### config.mk
export PLATFORM = sky130hd
export DESIGN_NAME = host_port_pin_mux
export DESIGN_NICKNAME = d
export VERILOG_FILES = /design/src/host_port_pin_mux.v /design/src/pin_sync2.v /design/src/axil_reg_slave.v
export VERILOG_INCLUDE_DIRS = /design/src /design/src/common
export SDC_FILE = /design/constraint.sdc
export NUM_CORES = 1
export LEC_CHECK = 0
export BUFFER_PORTS_ARGS = -buffer_cell sky130_fd_sc_hd__buf_2
export CORE_AREA = 2 2 143 145
export DETAILED_ROUTE_END_ITERATION = 12
export DIE_AREA = 0 0 145 147
export GPL_ROUTABILITY_DRIVEN = 0
export MAX_ROUTING_LAYER = met4
export PLACE_DENSITY = 0.6
export SLEW_MARGIN = 10
export SYNTH_ARGS = -nofsm -noshare
export SYNTH_HDL_FRONTEND = slang
export SYNTH_SLANG_ARGS = --single-unit
### constraint.sdc
create_clock -name sys_clk -period 2.9 [get_ports sys_clk]
set_input_delay 0.58 -clock sys_clk [delete_from_list [all_inputs] [get_ports sys_clk]]
set_output_delay 0.58 -clock sys_clk [all_outputs]
set_load 0.01 [all_outputs]
### src/common/host_pin_consts.vh
// constants for the host port pin multiplexer and its register slave
// assumes byte addressing on the register bus, one 32-bit word per register
`ifndef HOST_PIN_CONSTS_VH
`define HOST_PIN_CONSTS_VH

// register byte offsets
`define OFS_PORT_CTRL   8'h00
`define OFS_PIN_POL     8'h04
`define OFS_PIN_DIR     8'h08
`define OFS_GPIO_OUT    8'h0c
`define OFS_PIN_LEVEL   8'h10
`define OFS_HOST_STAT   8'h14

// port control fields
`define CTRL_HOST_FN    0
`define CTRL_MUX_BUS    1
`define CTRL_DUAL_STB   2
`define CTRL_DUAL_REQ   3
`define CTRL_REQ_OD     4
`define CTRL_W          5
`define CTRL_RST        5'h00
`define PIN_RST         16'h0000

// pin positions on the port
`define PIN_ADDR0       8
`define PIN_ADDR1       9
`define PIN_ADDR2       10
`define PIN_RW          11
`define PIN_DS          12
`define PIN_CS          13
`define PIN_REQ         14
`define PIN_ACK         15

// bus responses
`define RESP_OKAY       2'h0
`define RESP_SLVERR     2'h2

`endif

### src/host_port_pin_mux.v
// pin-role multiplexer for the 16-pin parallel host port
// assumes pins are asynchronous; tristate wires are resolved outside
// from pin_out and pin_oe_n; registers sit behind an axi4-lite slave
//
// Operation
// - non-muxed host mode: lines 0-7 are data
// - muxed host mode: lines 0-7 carry address and data
// - gpio mode: each pin follows direction register
// - non-muxed: pin 8 is address bit 0
// - muxed: pin 8 is polarity-programmable address strobe
// - muxed: pin 9 becomes address bit 8
// - muxed: pin 10 becomes address bit 9
// - single strobe: pin 11 is read/write direction
// - double strobe: pin 11 is read strobe
// - single strobe: pin 12 is data strobe
// - double strobe: pin 12 is write strobe
// - every pin has programmable polarity, and programmable direction in gpio mode
// - pin 13 chip select, or address bit 10
// - request outputs: single or transmit/receive, open-drain option
//
// Local design decisions: the address map and the AXI4-Lite slave port.
`timescale 1ns/10ps
`default_nettype none
`include "host_pin_consts.vh"
module host_port_pin_mux #(
  parameter NPIN = 16,
  parameter AW   = 8
) (
  input  wire            sys_clk,         // system clock, 10 MHz
  input  wire            rst_n,           // async reset, active low
  input  wire [AW-1:0]   s_awaddr,        // axi write address
  input  wire            s_awvalid,       // axi write address valid
  output wire            s_awready,       // axi write address ready
  input  wire [31:0]     s_wdata,         // axi write data
  input  wire [3:0]      s_wstrb,         // axi write strobes
  input  wire            s_wvalid,        // axi write data valid
  output wire            s_wready,        // axi write data ready
  output wire [1:0]      s_bresp,         // axi write response
  output wire            s_bvalid,        // axi write response valid
  input  wire            s_bready,        // axi write response ready
  input  wire [AW-1:0]   s_araddr,        // axi read address
  input  wire            s_arvalid,       // axi read address valid
  output wire            s_arready,       // axi read address ready
  output wire [31:0]     s_rdata,         // axi read data
  output wire [1:0]      s_rresp,         // axi read response
  output wire            s_rvalid,        // axi read data valid
  input  wire            s_rready,        // axi read data ready
  input  wire [NPIN-1:0] pin_in,          // pin levels seen at the pads
  output reg  [NPIN-1:0] pin_out,         // pin drive values
  output reg  [NPIN-1:0] pin_oe_n,        // pin drive enables, low drives
  input  wire [7:0]      core_rdata,      // byte returned on host reads
  input  wire            req_single,      // core asks for host service
  input  wire            req_tx,          // core transmit request
  input  wire            req_rx,          // core receive request
  output reg  [7:0]      host_byte_r,     // byte on the shared lines
  output reg  [10:0]     host_addr_r,     // decoded host address
  output reg             addr_strobe_r,   // address strobe asserted
  output reg             rw_read_r,       // single strobe: host reads
  output reg             data_strobe_r,   // any data strobe asserted
  output reg             read_strobe_r,   // read cycle in progress
  output reg             write_strobe_r,  // write cycle in progress
  output reg             chip_sel_r,      // device selected
  output reg             host_ack_r       // acknowledge input asserted
);

  // register file
  reg  [`CTRL_W-1:0] port_ctrl_r;
  reg  [NPIN-1:0]    pin_pol_r;
  reg  [NPIN-1:0]    pin_dir_r;
  reg  [NPIN-1:0]    gpio_out_r;

  wire               wr_pulse;
  wire [AW-1:0]      wr_addr;
  wire [31:0]        wr_data;
  wire [3:0]         wr_strb;
  wire [NPIN-1:0]    pin_sync;
  reg  [31:0]        rd_data;

  // pin registers hold 16 bits; upper lanes are ignored and read as zero
  function [15:0] merge16;
    input [15:0] old;
    input [31:0] data;
    input [3:0]  strb;
    begin
      merge16[7:0]  = strb[0] ? data[7:0]  : old[7:0];
      merge16[15:8] = strb[1] ? data[15:8] : old[15:8];
    end
  endfunction

  function reg_hit;
    input [AW-1:0] addr;
    begin
      reg_hit = (addr == `OFS_PORT_CTRL) || (addr == `OFS_PIN_POL) ||
                (addr == `OFS_PIN_DIR) || (addr == `OFS_GPIO_OUT) ||
                (addr == `OFS_PIN_LEVEL) || (addr == `OFS_HOST_STAT);
    end
  endfunction

  // request pin drive as {value, oe_n}; open-drain only pulls low
  function [1:0] req_drive;
    input req;
    input pol;
    input od;
    reg   lvl;
    begin
      lvl = req ^ pol;
      if (od) begin
        req_drive = {1'b0, lvl};
      end else begin
        req_drive = {lvl, 1'b0};
      end
    end
  endfunction

  axil_reg_slave #(
    .AW (AW)
  ) u_bus (
    .sys_clk   (sys_clk),
    .rst_n     (rst_n),
    .s_awaddr  (s_awaddr),
    .s_awvalid (s_awvalid),
    .s_awready (s_awready),
    .s_wdata   (s_wdata),
    .s_wstrb   (s_wstrb),
    .s_wvalid  (s_wvalid),
    .s_wready  (s_wready),
    .s_bresp   (s_bresp),
    .s_bvalid  (s_bvalid),
    .s_bready  (s_bready),
    .s_araddr  (s_araddr),
    .s_arvalid (s_arvalid),
    .s_arready (s_arready),
    .s_rdata   (s_rdata),
    .s_rresp   (s_rresp),
    .s_rvalid  (s_rvalid),
    .s_rready  (s_rready),
    .wr_pulse  (wr_pulse),
    .wr_addr   (wr_addr),
    .wr_data   (wr_data),
    .wr_strb   (wr_strb),
    .wr_hit    (reg_hit(wr_addr)),
    .rd_data   (rd_data),
    .rd_hit    (reg_hit(s_araddr))
  );

  pin_sync2 #(
    .WIDTH (NPIN)
  ) u_sync (
    .sys_clk  (sys_clk),
    .rst_n    (rst_n),
    .async_in (pin_in),
    .sync_out (pin_sync)
  );

  // control fields, each chosen independently
  wire host_fn  = port_ctrl_r[`CTRL_HOST_FN];
  wire mux_bus  = port_ctrl_r[`CTRL_MUX_BUS];
  wire dual_stb = port_ctrl_r[`CTRL_DUAL_STB];
  wire dual_req = port_ctrl_r[`CTRL_DUAL_REQ];
  wire req_od   = port_ctrl_r[`CTRL_REQ_OD];

  // asserted-high view of every pin after its polarity bit
  wire [NPIN-1:0] lvl = pin_sync ^ pin_pol_r;

  reg  as_act;
  reg  rd_act;
  reg  wr_act;
  reg  ds_act;
  reg  cs_act;
  reg  ack_act;
  reg  drive_data;

  always @* begin
    as_act  = mux_bus & lvl[`PIN_ADDR0];
    cs_act  = mux_bus | lvl[`PIN_CS];
    ack_act = ~dual_req & lvl[`PIN_ACK];
    if (dual_stb) begin
      rd_act = lvl[`PIN_RW];
      wr_act = lvl[`PIN_DS];
      ds_act = rd_act | wr_act;
    end else begin
      // direction is only meaningful while the strobe is asserted
      ds_act = lvl[`PIN_DS];
      rd_act = ds_act & lvl[`PIN_RW];
      wr_act = ds_act & ~lvl[`PIN_RW];
    end
    drive_data = host_fn & cs_act & rd_act;
  end

  // next pin drive
  reg [NPIN-1:0] pin_out_nxt;
  reg [NPIN-1:0] pin_oe_n_nxt;
  reg [1:0]      req_a;
  reg [1:0]      req_b;

  always @* begin
    req_a = req_drive(dual_req ? req_tx : req_single, pin_pol_r[`PIN_REQ], req_od);
    req_b = req_drive(req_rx, pin_pol_r[`PIN_ACK], req_od);
    if (host_fn) begin
      pin_out_nxt  = {NPIN{1'b0}};
      pin_oe_n_nxt = {NPIN{1'b1}};
      pin_out_nxt[7:0]  = core_rdata ^ pin_pol_r[7:0];
      pin_oe_n_nxt[7:0] = {8{~drive_data}};
      pin_out_nxt[`PIN_REQ]  = req_a[1];
      pin_oe_n_nxt[`PIN_REQ] = req_a[0];
      if (dual_req) begin
        pin_out_nxt[`PIN_ACK]  = req_b[1];
        pin_oe_n_nxt[`PIN_ACK] = req_b[0];
      end
    end else begin
      pin_out_nxt  = gpio_out_r ^ pin_pol_r;
      pin_oe_n_nxt = ~pin_dir_r;
    end
  end

  always @(posedge sys_clk or negedge rst_n) begin
    if (!rst_n) begin
      pin_out  <= {NPIN{1'b0}};
      pin_oe_n <= {NPIN{1'b1}};
    end else begin
      pin_out  <= pin_out_nxt;
      pin_oe_n <= pin_oe_n_nxt;
    end
  end

  // decoded host signals toward the core
  reg [10:0] host_addr_nxt;

  always @* begin
    host_addr_nxt = 11'h000;
    if (mux_bus) begin
      // low byte is captured while the address strobe is up
      host_addr_nxt[7:0] = as_act ? lvl[7:0] : host_addr_r[7:0];
      host_addr_nxt[8]   = lvl[`PIN_ADDR1];
      host_addr_nxt[9]   = lvl[`PIN_ADDR2];
      host_addr_nxt[10]  = lvl[`PIN_CS];
    end else begin
      host_addr_nxt[0] = lvl[`PIN_ADDR0];
      host_addr_nxt[1] = lvl[`PIN_ADDR1];
      host_addr_nxt[2] = lvl[`PIN_ADDR2];
    end
  end

  always @(posedge sys_clk or negedge rst_n) begin
    if (!rst_n) begin
      host_byte_r    <= 8'h00;
      host_addr_r    <= 11'h000;
      addr_strobe_r  <= 1'b0;
      rw_read_r      <= 1'b0;
      data_strobe_r  <= 1'b0;
      read_strobe_r  <= 1'b0;
      write_strobe_r <= 1'b0;
      chip_sel_r     <= 1'b0;
      host_ack_r     <= 1'b0;
    end else if (host_fn) begin
      host_byte_r    <= lvl[7:0];
      host_addr_r    <= host_addr_nxt;
      addr_strobe_r  <= as_act;
      rw_read_r      <= ~dual_stb & lvl[`PIN_RW];
      data_strobe_r  <= ds_act;
      read_strobe_r  <= rd_act;
      write_strobe_r <= wr_act;
      chip_sel_r     <= cs_act;
      host_ack_r     <= ack_act;
    end else begin
      // gpio mode: no host roles, so the core sees idle signals
      host_byte_r    <= 8'h00;
      host_addr_r    <= 11'h000;
      addr_strobe_r  <= 1'b0;
      rw_read_r      <= 1'b0;
      data_strobe_r  <= 1'b0;
      read_strobe_r  <= 1'b0;
      write_strobe_r <= 1'b0;
      chip_sel_r     <= 1'b0;
      host_ack_r     <= 1'b0;
    end
  end

  // register writes
  always @(posedge sys_clk or negedge rst_n) begin
    if (!rst_n) begin
      port_ctrl_r <= `CTRL_RST;
      pin_pol_r   <= `PIN_RST;
      pin_dir_r   <= `PIN_RST;
      gpio_out_r  <= `PIN_RST;
    end else if (wr_pulse) begin
      case (wr_addr)
        `OFS_PORT_CTRL: begin
          if (wr_strb[0]) begin
            port_ctrl_r <= wr_data[`CTRL_W-1:0];
          end
        end
        `OFS_PIN_POL:  pin_pol_r  <= merge16(pin_pol_r, wr_data, wr_strb);
        `OFS_PIN_DIR:  pin_dir_r  <= merge16(pin_dir_r, wr_data, wr_strb);
        `OFS_GPIO_OUT: gpio_out_r <= merge16(gpio_out_r, wr_data, wr_strb);
        default: begin
        end
      endcase
    end
  end

  // register reads, answered from the address on the read channel
  always @* begin
    case (s_araddr)
      `OFS_PORT_CTRL: rd_data = {27'h0, port_ctrl_r};
      `OFS_PIN_POL:   rd_data = {16'h0, pin_pol_r};
      `OFS_PIN_DIR:   rd_data = {16'h0, pin_dir_r};
      `OFS_GPIO_OUT:  rd_data = {16'h0, gpio_out_r};
      `OFS_PIN_LEVEL: rd_data = {16'h0, lvl};
      `OFS_HOST_STAT: rd_data = {24'h0, host_ack_r, chip_sel_r, write_strobe_r,
                                 read_strobe_r, data_strobe_r, rw_read_r,
                                 addr_strobe_r, drive_data};
      default:        rd_data = 32'h0;
    endcase
  end

endmodule
`default_nettype wire

### src/pin_sync2.v
// two-stage synchroniser for the port pin inputs
// assumes the pins are asynchronous to sys_clk
`timescale 1ns/10ps
`default_nettype none
module pin_sync2 #(
  parameter WIDTH = 16
) (
  input  wire             sys_clk,  // system clock
  input  wire             rst_n,    // async reset, active low
  input  wire [WIDTH-1:0] async_in, // raw pin levels
  output reg  [WIDTH-1:0] sync_out  // levels after two flops
);

  reg [WIDTH-1:0] meta_r;

  always @(posedge sys_clk or negedge rst_n) begin
    if (!rst_n) begin
      meta_r   <= {WIDTH{1'b0}};
      sync_out <= {WIDTH{1'b0}};
    end else begin
      meta_r   <= async_in;
      sync_out <= meta_r;
    end
  end

endmodule
`default_nettype wire

### src/axil_reg_slave.v
// axi4-lite slave front end: takes address and data in either order,
// hands one write pulse to the register file and captures its read data
// assumes the register file decodes and answers combinationally
`timescale 1ns/10ps
`default_nettype none
`include "host_pin_consts.vh"
module axil_reg_slave #(
  parameter AW = 8
) (
  input  wire          sys_clk,       // system clock
  input  wire          rst_n,         // async reset, active low
  input  wire [AW-1:0] s_awaddr,      // write address
  input  wire          s_awvalid,     // write address valid
  output reg           s_awready,     // write address ready
  input  wire [31:0]   s_wdata,       // write data
  input  wire [3:0]    s_wstrb,       // write byte strobes
  input  wire          s_wvalid,      // write data valid
  output reg           s_wready,      // write data ready
  output reg  [1:0]    s_bresp,       // write response
  output reg           s_bvalid,      // write response valid
  input  wire          s_bready,      // write response ready
  input  wire [AW-1:0] s_araddr,      // read address
  input  wire          s_arvalid,     // read address valid
  output reg           s_arready,     // read address ready
  output reg  [31:0]   s_rdata,       // read data
  output reg  [1:0]    s_rresp,       // read response
  output reg           s_rvalid,      // read data valid
  input  wire          s_rready,      // read data ready
  output wire          wr_pulse,      // one-cycle register write
  output reg  [AW-1:0] wr_addr,       // held write address
  output reg  [31:0]   wr_data,       // held write data
  output reg  [3:0]    wr_strb,       // held write strobes
  input  wire          wr_hit,        // write address is mapped
  input  wire [31:0]   rd_data,       // read data for s_araddr
  input  wire          rd_hit         // read address is mapped
);

  reg have_aw_r;
  reg have_w_r;

  assign wr_pulse = have_aw_r & have_w_r & ~s_bvalid;

  always @(posedge sys_clk or negedge rst_n) begin
    if (!rst_n) begin
      have_aw_r <= 1'b0;
      have_w_r  <= 1'b0;
      s_awready <= 1'b0;
      s_wready  <= 1'b0;
      s_bvalid  <= 1'b0;
      s_bresp   <= `RESP_OKAY;
      wr_addr   <= {AW{1'b0}};
      wr_data   <= 32'h0;
      wr_strb   <= 4'h0;
    end else begin
      if (s_awvalid && s_awready) begin
        have_aw_r <= 1'b1;
        s_awready <= 1'b0;
        wr_addr   <= s_awaddr;
      end else if (!have_aw_r && !s_bvalid) begin
        s_awready <= 1'b1;
      end
      if (s_wvalid && s_wready) begin
        have_w_r <= 1'b1;
        s_wready <= 1'b0;
        wr_data  <= s_wdata;
        wr_strb  <= s_wstrb;
      end else if (!have_w_r && !s_bvalid) begin
        s_wready <= 1'b1;
      end
      if (wr_pulse) begin
        have_aw_r <= 1'b0;
        have_w_r  <= 1'b0;
        s_bvalid  <= 1'b1;
        s_bresp   <= wr_hit ? `RESP_OKAY : `RESP_SLVERR;
      end else if (s_bvalid && s_bready) begin
        s_bvalid <= 1'b0;
      end
    end
  end

  // read data is captured at the address handshake, so it stays stable
  always @(posedge sys_clk or negedge rst_n) begin
    if (!rst_n) begin
      s_arready <= 1'b0;
      s_rvalid  <= 1'b0;
      s_rdata   <= 32'h0;
      s_rresp   <= `RESP_OKAY;
    end else if (s_rvalid) begin
      if (s_rready) begin
        s_rvalid  <= 1'b0;
        s_arready <= 1'b1;
      end
    end else if (s_arvalid && s_arready) begin
      s_arready <= 1'b0;
      s_rvalid  <= 1'b1;
      s_rdata   <= rd_hit ? rd_data : 32'h0;
      s_rresp   <= rd_hit ? `RESP_OKAY : `RESP_SLVERR;
    end else begin
      s_arready <= 1'b1;
    end
  end

endmodule
`default_nettype wire

# Yosys cells after proc, flatten, opt, wreduce, memory -nomap -nowiden
# Index checks and enable logic that the tools add are counted.
[totals]
register_bits = 212
inputBits = 86
output_inout_bits = 99
wordCells = 145
[classes]
eq_ne = 12
muxes = 42
bitwise_logic = 23
reduce_logical = 34
[ops]
columns = ["operator", "count"]
rows = [
  ["case mux 16 bit (6 select lines)", 1],
  ["2-to-1 mux 16 bit", 3],
  ["== test 8 x 4 -> 1 bit (second input constant)", 4],
  ["== test 8 x 5 -> 1 bit (second input constant)", 4],
  ["XOR 16 bit", 2],
  ["2-to-1 mux 1 bit", 29],
  ["2-to-1 mux 8 bit", 3],
  ["AND reduction 3 bit", 7],
  ["== test 8 x 3 -> 1 bit (second input constant)", 2],
  ["zero test 8 bit", 2],
  ["NOT 16 bit", 1],
  ["2-to-1 mux 11 bit", 1],
  ["logical OR 1 bit", 10],
  ["nonzero test 2 bit", 5],
  ["bitwise AND 1 bit", 9],
  ["2-to-1 mux 2 bit", 4],
  ["XOR 8 bit", 1],
  ["logical AND 1 bit", 6],
  ["NOT 1 bit", 6],
  ["zero test 1 bit", 3],
  ["2-to-1 mux 3 bit", 1],
  ["inequality test 3 x 2 -> 1 bit (second input constant)", 1],
  ["inequality test 2 bit (second input constant)", 1],
  ["OR 1 bit", 2],
  ["2 further kinds", 3],
]

# Longest topological paths before layout
# Gate-level depths: netlist (run 1).
[logic_depth]
depth_word = 7
mapped_depth = 6
mapped_depth_nobuf = 4

# Modules after synthesis
# From an unflattened synthesis (run 1), not the netlist that was laid out.
[hier_totals]
cells_unflattened = 727
area_unflattened_um2 = 9571.7
[by_module_without_submodules]
columns = ["module", "instances", "cells_each", "area_per_inst_um2", "seq_area_each_um2"]
rows = [
  ["host_port_pin_mux", 1, 433, 5201.2, 2797.7],
  ["axil_reg_slave", 1, 262, 3569.7, 2127.0],
  ["pin_sync2", 1, 32, 800.8, 800.8],
]

# Worst setup path after synthesis (run 1)
# OpenSTA, ideal clock, no wires.
[synth_path]
kind = "input to register"
start = "input port s_araddr[5]"
end = "register u_bus.s_rdata[14]"
setup_time_ns = 0.068
t_arrival_ns = 2.121
required_ns = 2.832
path_slack_ns = 0.711
path_stages = 6
path_buffers = 2
path_cell_list = "or4_4 > or4b_1 > clkbuf_2 > buf_6 > o22ai_1 > a32o_1"
[synth_via]
elab_chain_len = 7
elab_cells_between_ends = 13
cone_classes = "eq/ne (5); mux (2); reduce/logical (6)"
[synth_rtl]
columns = ["item", "line_no", "source"]
rows = [
  ["start, declared", "host_port_pin_mux.v:41", "input wire [AW-1:0] s_araddr,"],
  ["== test 8 x 3 -> 1 bit / zero test 8 bit (equally long branches)", "host_port_pin_mux.v:304", "case (s_araddr)"],
  ["logical OR 1 bit (5 in a row)", "host_port_pin_mux.v:93", "reg_hit = (addr == `OFS_PORT_CTRL) || (addr == `OFS_PIN_POL) ||"],
  ["2-to-1 mux 16 bit *", "axil_reg_slave.v:96", "s_rdata <= rd_hit ? rd_data : 32'h0;"],
  ["end signal, assigned", "axil_reg_slave.v:96", ""],
  ["end, declared", "axil_reg_slave.v:25", "output reg [31:0] s_rdata,"],
]
# Mark *: on every way between the ends. The rest lies on a longest branch, timed or not.
# A chain may end at the register's enable or synchronous reset.

# Worst setup path in the final report (run 1)
[layout_path]
start = "register u_bus.wr_addr[0]"
end = "register pin_dir_r[14]"
[layout_via]
elab_chain_len = 2
[layout_rtl]
columns = ["item", "line_no", "source"]
rows = [
  ["start, declared", "axil_reg_slave.v:30", "output reg [AW-1:0] wr_addr,"],
  ["start signal, assigned", "axil_reg_slave.v:51", "wr_addr <= {AW{1'b0}};"],
  ["start signal, assigned", "axil_reg_slave.v:58", "wr_addr <= s_awaddr;"],
  ["== test 8 x 4 -> 1 bit", "host_port_pin_mux.v:287", "case (wr_addr)"],
  ["AND reduction 3 bit (no line)", "--", ""],
  ["end signal, assigned", "host_port_pin_mux.v:284", "pin_dir_r <= `PIN_RST;"],
  ["end signal, assigned", "host_port_pin_mux.v:294", "`OFS_PIN_DIR: pin_dir_r <= merge16(pin_dir_r, wr_data, wr_strb);"],
  ["end, declared", "host_port_pin_mux.v:69", "reg [NPIN-1:0] pin_dir_r;"],
]
# No other way between the ends.

==> impl_results.md, run 1 <==
- TritonCTS clock tree: done
- Max_slew headroom: 36.38%
- Final clock skew: 9.649 ps
- # Post-CTS Setup Buffers: 0
- CTS Buf Count: 17
- Vias in the first global route: a little over 5000
- Htree depth: 4
- Outcome: finished, final reports clean
- First-pass iteration count of the detailed router: 5
- Synth top area share: 57.21%
- Routed len/inst: roughly 19 µm
- Root buffer cell: clkbuf_16
- Ys async rst share: 100.0%
- Dpl ws: 322.1 ps
- Worst Path Required: 3210 ps
- Non-Filler Instances: 995
- Starting DRC count in detailed routing: 308
- Max-slew violations: 0
- Worst-skew pair later-pin latency: 420 ps
- Gate Count Post-Synth: 555
- Via density: 4.909
- RSZ-0062 raised after global routing: no
- Routed vias: 4884
- Pint: 0.005038 W
- Critical Path Source Type: flop
- Final worst setup slack: roughly 380 ps
- Port-buffer cells: between 100 and 150
- Clock sink count: just under 200
- Share of layout cells above drive strength 1: between 40% and 50%
- Placement Rows: 52
- Hold buffers post-CTS: 0
- Die Ht: 147 µm
- Switching share of power: 29.31%
- Clock share of power: 31.3%
- Pwr Density: 758.2 nW/µm²
- Largest net degree at the start of global routing: 86
- Largest cells by area after synthesis: dfrtp_1 57%, mux2_2 12%, dfstp_2 5.4%, mux2i_1 4.2%, xor2_1 2.0%
- Antenna-violating nets left: 0
- Hold Fails Final Rpt: 0
- Hold Slack: 200.7 ps
- Slew @ Worst Pin: about 950 ps
- Fin Setup TNS: 0 ps
- Core Footprint: 19840 µm²
- Mean post-synth cell area: 14.03 µm²
- Part of the power in registers: between 50% and 60%
- DRC: 0
- EDFF count, synth: 0
- Cell Area, Synth: about 7800 µm²
- Die W: 145 µm
- Netlist cell types: 49
- Area Growth Syn to Fin: 20.71%
- Critical Path AT: 2830 ps
- Tmin final: 2521 ps
- Dpl cells: 962
- Starting Density: 39.24%
- # resized after CTS: 0
- Final core utilization: between 40% and 50%
- Synthesis warning total: 0
- Crit Path Class: flop to flop
- Die Area: 21320 µm²
- Final Net Count: 797
- Crit share post-route: 86.94%
- Worst hold path class: primary input to async pin
- P_sw: 0.002089 W
- Synth area leader: dfrtp_1
- R2R Path Start: u_bus.wr_addr[0]
- Synth Flop Type: dfrtp_1
- WL final: 18.68 mm
- Peak supply drop: 0.0003536 V
- Setup violators final: 0
- Comb power frac: 18.0%
- Total grt overflow: 0
- Max Cap Viol: 0
- Initial antenna violation count: 0
- Number of synthesized register bits: about 190
- I/O pins: 185
- Pleak: approximately 4.6 nW
- Fmax: slightly below 0.4 GHz
- Reg clk slew, reported paths: 70 ps
- Critical path startpoint: u_bus.wr_addr[0]
- Longest Clk Path Bufs: 2
- First-pass GRT wire length: 29.42 mm
- GR Util All Layers: a little under a fifth
- Worst-path maximum fanout: 8
- DP Wirelength: 13.61 mm
- Crit end category: flop
- Seq/Total Area, Yosys: 62.61%
-- registers in the layout (all words and copies together) (netlist names), 2 cells and up --
signal and flops:
pin_pol_r 16, pin_oe_n 16, gpio_out_r 16, u_sync.meta_r 16
u_bus.s_rdata 16, port_ctrl_r 5, u_bus.wr_addr 8, host_addr_r 11
pin_dir_r 16, u_bus.wr_data 16, host_byte_r 8, u_bus.wr_strb 2
u_sync.sync_out 16, pin_out 16
-- power by group through the flow --
| stage | combinational (W) | sequential [W] | clock [W] |
|---|---|---|---|
| after floorplan | 0.000787 | 0.00360 | 0 |
| after global placement | 0.00126 | 0.00363 | 0 |
| after detailed placement | 0.00130 | 0.00366 | 0 |
| after CTS | 0.00130 | 0.00361 | 0.00230 |
| after global routing | 0.00141 | 0.00369 | 0.00242 |
| final | 0.00128 | 0.00361 | 0.00223 |
-- Yosys cell counts (8+ instances only) --
cell	number
nand2_1	20
buf_4	18
dfstp_2	16
clkbuf_1	17
a22oi_1	10
mux2i_1	33
nor2b_1	8
a32o_1	11
and2_1	9
dfrtp_1	178
xnor2_1	16
nor2_1	26
o22ai_1	12
a21oi_1	17
mux2_2	83
xor2_1	18
-- per-stage QoR --
step                area, µm²  power, W
CTS                      9397  0.007220
global placement         8836  0.004891
global route             9397  0.007524
finish                   9399  0.007127
detailed placement       8836  0.004963
floorplan                7850  0.004382
-- cell usage in the layout (no fill, tap or decap), types with 3 or more instances in the layout --
cell type   instances
mux2i_1            33
buf_4              13
buf_2             147
o21a_1              3
nand3_1             4
o22ai_1            12
inv_1               3
a32o_1             11
nor3_1              3
xor2_1             18
inv_6               3
nand2_1            20
mux2_2             83
a22oi_1            10
xnor2_1            16
a2bb2oi_1           5
mux4_2              4
dfstp_2            16
a211oi_1            3
dfrtp_1           178
a21oi_1            17
clkbuf_16          17
conb_1             18
o21ai_0             3
nor2_1             26
and2_1              9
nor2b_1             8
clkinvlp_4          4
-- layout make-up --
type	instances	area, µm²
diodes	1	2.502
clock buffers	19	432.9
clock inverters	13	127.6
fillers	1825	10450
inverters	3	11.26
multi-input cells	332	2725
flip-flops and latches	194	4875
well taps	270	337.8
repair buffers	163	887.1
-- critical path: stages, from the launching register on --
cell	delay, ps
dfrtp_1	380
or4_4	550
nand4bb_1	440
nor3b_4	630
mux2_2	410
-- routing by layer --
layer  up-vias  part of all wire [%]  global-route usage (%)
met3        12                   6.7                   5.031
met1      2474                    42                   23.21
met4         0                   1.0                   4.356
li1       2236                     -                       -
met2       162                    50                   30.81
met5         -                     0                       -
-- path summary, 6_finish.rpt --
path	endpoint	depth (start not counted)	slack, ps
hold / removal	u_sync.meta_r[13]	1	200
min in group sys_clk	u_sync.meta_r[0]	1	260
hold reg to reg	u_sync.sync_out[12]	0	350
max in group asynchronous	pin_oe_n[14]	2	1850
setup reg to reg	pin_dir_r[14]	4	380
setup / recovery	pin_dir_r[14]	4	380
-- logic make-up (layout without fill, tap and decap cells) --
family / count (synthesis) / in the layout / share of synthesized area [%]
flops: 194 / 194 / 62.61
mux: 120 / 120 / 17.40
simple gates: 89 / 89 / 6.412
compound gates: 71 / 71 / 6.492
buf+inv: 46 / 198 / 3.214
xor+xnor: 34 / 34 / 3.824
other cells: 1 / 19 / 0.04816
Power figures use the tool's default switching activity.
==> inputs of run 2 (changes only) <==
Settings changed: CORE_AREA 2 2 143 145 to 2 2 125 127, DIE_AREA 0 0 145 147 to 0 0 127 129, GPL_TIMING_DRIVEN from default to 0, PLACE_DENSITY 0.6 to 0.76, SKIP_CTS_REPAIR_TIMING from default to 1.
==> run 2 against run 1 <==
  * Combinational power up 4%
  * Global-route usage increased by 5.3 points
  * Hold slack got worse by 56 ps
  * Critical path depth unchanged
  * Register-to-register slack improved by 160 ps
  * Critical path type unchanged
  * Highest routed layer unchanged
==> impl_results.md, run 2 (same netlist as run 1, synthesis figures left out) <==
- WL final: 18.52 mm
- GR Util met1: 29.58%
- Non-Filler Instances: 942
- Antenna-violating nets left: 0
- Worst Path Required: 3200 ps
- Critical Path Source Type: flop
- Comb power frac: 18.3%
- Htree depth: 4
- Reg clk slew, reported paths: 70 ps
- CTS Buf Count: 17
- Crit Path Class: flop to flop
- Die Area: 16380 µm²
- First-pass iteration count of the detailed router: 5
- Fmax: 0.4231 GHz
- Design Power: approximately 0.0073 W
- Clock sink count: 194
- Worst hold path class: primary input to async pin
- Pint: 0.005151 W
- R2R Path Start: u_bus.wr_addr[0]
- Setup violators final: 0
- First-pass GRT wire length: 28.41 mm
- Routed len/inst: ~20 µm
- DP Wirelength: roughly 13 mm
- Die Ht: 129 µm
- Dpl cells: between 900 and 1000
- Routed vias: 5169
- Critical path startpoint: u_bus.wr_addr[0]
- Pleak: around 4.6 nW
- Gr busiest metal: met2
- Area Growth Syn to Fin: 21.45%
- I/O pins: 185
- Max Cap Viol: 0
- Commonest non-fill, non-tap cell in the layout: dfrtp_1
- Longest Clk Path Bufs: 2
- FF-to-FF setup slack: 540 ps
- Grt met3 use: roughly 6.3%
- Vias in the first global route: 5238
- Initial antenna violation count: 0
- Worst-path maximum fanout: 8
- Share of layout cells above drive strength 1: 41.30%
- Final clock skew: 21.28 ps
- RSZ-0062 raised after global routing: no
- Hold Fails Final Rpt: 0
- Worst-skew pair later-pin latency: 440 ps
- Tmin final: roughly 2400 ps
- Die W: ~130 µm
- Post-DP Area: 8864 µm²
- Part of the power in registers: 49.4%
- Fin Setup TNS: 0 ps
- Reg2reg path depth: 4
- Total grt overflow: 0
- Crit share post-route: 81.49%
- P_sw: 0.002110 W
- Max_slew headroom: 45.59%
- FF-to-FF End: pin_pol_r[8]
- Via density: 5.487
- TritonCTS clock tree: done
- Peak supply drop: ~0.00048 V
- Crit end category: flop
- DRC: 0
- Met2 Use GR: 39.18%
- Root buffer cell: clkbuf_16
- Outcome: finished, final reports clean
- Post-route cell area: 9457 µm²
- GR Util All Layers: 23.94%
- Critical Path AT: 2670 ps
- Largest net degree at the start of global routing: 103
- Slew @ Worst Pin: a little over 800 ps
- Starting Density: between 50% and 60%
- Starting DRC count in detailed routing: 373
- Clock share of power: about a third
- Port-buffer cells: 148
- Placement Rows: 45
- Max-slew violations: 0
- Switching share of power: 29.06%
- Core Footprint: ~15000 µm²
- Commonest non-fill, non-tap cells in the layout: 178 x dfrtp_1, 148 x buf_2, 83 x mux2_2
- Pwr Density: 767.8 nW/µm²
- Final Net Count: 826
==> run 2: worst max-delay path: stages, from the launching register on <==
cell and delay, ps:
dfrtp_1 380, or4_4 550, nor4b_2 350, nand3_1 500, mux2_2 450
==> run 2: how the worst max path moves through the flow <==
| stage | cells after the start | to |
|---|---|---|
| after floorplan | 6 | u_bus.s_rdata[14] |
| after global placement | 1 | u_bus.s_bresp[1] |
| after detailed placement | 6 | u_bus.s_rdata[8] |
| after CTS | 4 | pin_pol_r[13] |
| after global routing | 4 | pin_pol_r[9] |
| final | 4 | pin_pol_r[8] |
==> run 2: through the flow <==
step / worst slack [ps] / hold slack [ps] / util [%]
2_1_floorplan: 711.1 / 284.4 / -
3_3_place_gp: -1629 / 334.6 / 58.93
3_5_place_dp: 291.6 / 334.7 / 59.18
4_1_cts: 543.4 / 175.7 / 63.12
5_1_grt: 438.2 / 184.3 / 63.12
6_report: 536.6 / 145.2 / 63.14
==> run 2: area by class of cell <==
class | count | area (µm²)
fillers | 1176 | 5520
flip-flops and latches | 194 | 4875
multi-input cells | 332 | 2725
repair buffers | 149 | 778.2
clock buffers | 19 | 442.9
plain buffers | 43 | 239.0
well taps | 188 | 235.2
clock inverters | 13 | 147.6
inverters | 3 | 11.26
diodes | 1 | 2.502
==> run 2: per-layer routing <==
layer,vias to the layer above,share of wire [%]
met1,2619,40
met2,204,50
li1,2312,-
met3,34,7.3
met4,0,2.2
met5,-,0
==> run 2: power groups by stage <==
stage / combinational (W) / clock (W) / sequential (W)
2_1_floorplan: 0.000787 / 0 / 0.00360
3_3_place_gp: 0.00128 / 0 / 0.00359
3_5_place_dp: 0.00133 / 0 / 0.00364
4_1_cts: 0.00134 / 0.00238 / 0.00359
5_1_grt: 0.00145 / 0.00251 / 0.00365
6_report: 0.00133 / 0.00234 / 0.00359
==> inputs of run 3 (changes only) <==
Clock period 2.9 ns to 2.3 ns, I/O delays scaled along.
==> run 3 against run 2 <==
  * Sequential power increased by 26%
  * Highest routed layer unchanged
  * Die area stayed put
  * Via count shrank 0.56%
==> impl_results.md, run 3 (same netlist as run 1, synthesis figures left out) <==
- Outcome: finished, final reports clean
- Longest Clk Path Bufs: 2
- Pwr Density: 964.6 nW/µm²
- Routed wl met3: 1.286 mm
- Critical Path Source Type: flop
- Design Power: 0.009186 W
- Initial antenna violation count: 0
- Commonest non-fill, non-tap cells in the layout: 178 x dfrtp_1, 148 x buf_2, 83 x mux2_2
- Starting Density: between 50 and 60%
- First-pass GRT wire length: 28.41 mm
- Post-DP Area: 8864 µm²
- DRC: 0
- Final core utilization: about 64%
- Die Ht: 129 µm
- Root buffer cell: clkbuf_16
- Placement Rows: 45
- Crit end category: flop
- Crit-path max cell delay: 560 ps
- DP Wirelength: approximately 13 mm
- Diodes inserted: 0
- Largest net degree at the start of global routing: 103
- P_sw: 0.002687 W
- First-pass iteration count of the detailed router: 5
- Tmin final: around 2200 ps
- TritonCTS clock tree: done
- Final clock skew: 21.22 ps
- Pint: 0.006499 W
- Final worst setup slack: 96.61 ps
- Slew @ Worst Pin: 816.0 ps
- Total grt overflow: 0
- Die Area: 16380 µm²
- Part of the power in registers: 49.4%
- Port-buffer cells: ~150
- Htree depth: 4
- Worst path slowest cell: or4_4
- Worst-path maximum fanout: 8
- Setup violators final: 0
- Crit share post-route: a little over nine tenths
- Routed vias: 5140
- Worst Path Required: between 2000 and 3000 ps
- Crit. path cell count: 6
- Die W: 127 µm
- Hold Fails Final Rpt: 0
- Max-slew violations: 0
- RSZ-0062 raised after global routing: no
- Hold Slack: 21.97 ps
- Pleak: 4.659 nW
- Comb power frac: 18.4%
- Routed len/inst: 19.67 µm
- Met1 Wirelength: between 7 and 8 mm
- Reg clk slew, reported paths: 70 ps
- Clock share of power: between 30% and 40%
- Final Net Count: 828
- Starting DRC count in detailed routing: around 370
- Dpl ws: -188.4 ps
- Post-route cell area: 9523 µm²
- Area Growth Syn to Fin: 22.30%
- Commonest non-fill, non-tap cell in the layout: dfrtp_1
- DR top layer: met4
- Core Footprint: 14980 µm²
- GR Util All Layers: around a quarter
- I/O pins: 185
- Worst path top cell family by delay: simple AND/OR/NAND/NOR gates
- WL final: 18.55 mm
- Clock sink count: about 190
- Buf/Inv on CP: 2
- Worst hold path class: primary input to async pin
- Via density: roughly 5.5
- Max_slew headroom: between 40 and 50%
- Vias in the first global route: ~5200
- Critical Path AT: roughly 2500 ps
- Reg2reg path depth: 6
- CTS Buf Count: 17
- Max Cap Viol: 0
- Fmax: 0.4538 GHz
- Routed wl met2: 9.311 mm
- CP cell instances: or4_4, nand4bb_1, buf_2, nor3b_4, buf_12, mux2_2
- Share of layout cells above drive strength 1: 41.72%
- Antenna-violating nets left: 0
- Switching share of power: 29.25%
- Worst-skew pair later-pin latency: 440 ps
- Crit Path Class: flop to flop
- Peak supply drop: 0.0006165 V
==> run 3: path summary, 6_finish.rpt <==
path	start	to	slack (ps)
worst max-delay path	u_bus.wr_addr[0]	pin_dir_r[10]	100
worst min-delay path	rst_n	host_addr_r[8]	20
worst min register to register	u_sync.meta_r[7]	u_sync.sync_out[7]	350
min in group sys_clk	pin_in[15]	u_sync.meta_r[15]	120
worst max register to register	u_bus.wr_addr[0]	pin_dir_r[10]	100
max in group asynchronous	rst_n	pin_oe_n[12]	1350
==> run 3: layer usage <==
layer	up-vias	GRT usage, %
met1	2602	29.58
li1	2309	-
met4	0	7.175
met5	-	-
met2	198	39.18
met3	31	6.320
==> run 3: per-stage QoR <==
| step | instances | TNS, ps |
|---|---|---|
| after floorplan | 572 | 0 |
| after detailed placement | 909 | -2013 |
| after global routing | 943 | 0 |
| after global placement | 908 | -391190 |
| final | 943 | 0 |
| after CTS | 941 | -778.4 |
==> run 3: final cells by class <==
class | instances | area [µm²]
buffer | 43 | 239.0
clock buffer | 19 | 442.9
clock inverter | 13 | 147.6
fill | 1170 | 5454
inverter | 3 | 11.26
multi-input combinational | 332 | 2754
sequential | 194 | 4875
tap | 188 | 235.2
timing repair buffer | 151 | 818.3
==> run 3: power groups by stage <==
stage / logic (W) / clock network, W / registers (W)
final: 0.00169 / 0.00296 / 0.00454
after global routing: 0.00184 / 0.00316 / 0.00461
after CTS: 0.00169 / 0.00300 / 0.00452
after detailed placement: 0.00168 / 0 / 0.00459
after global placement: 0.00161 / 0 / 0.00453
after floorplan: 0.000992 / 0 / 0.00453
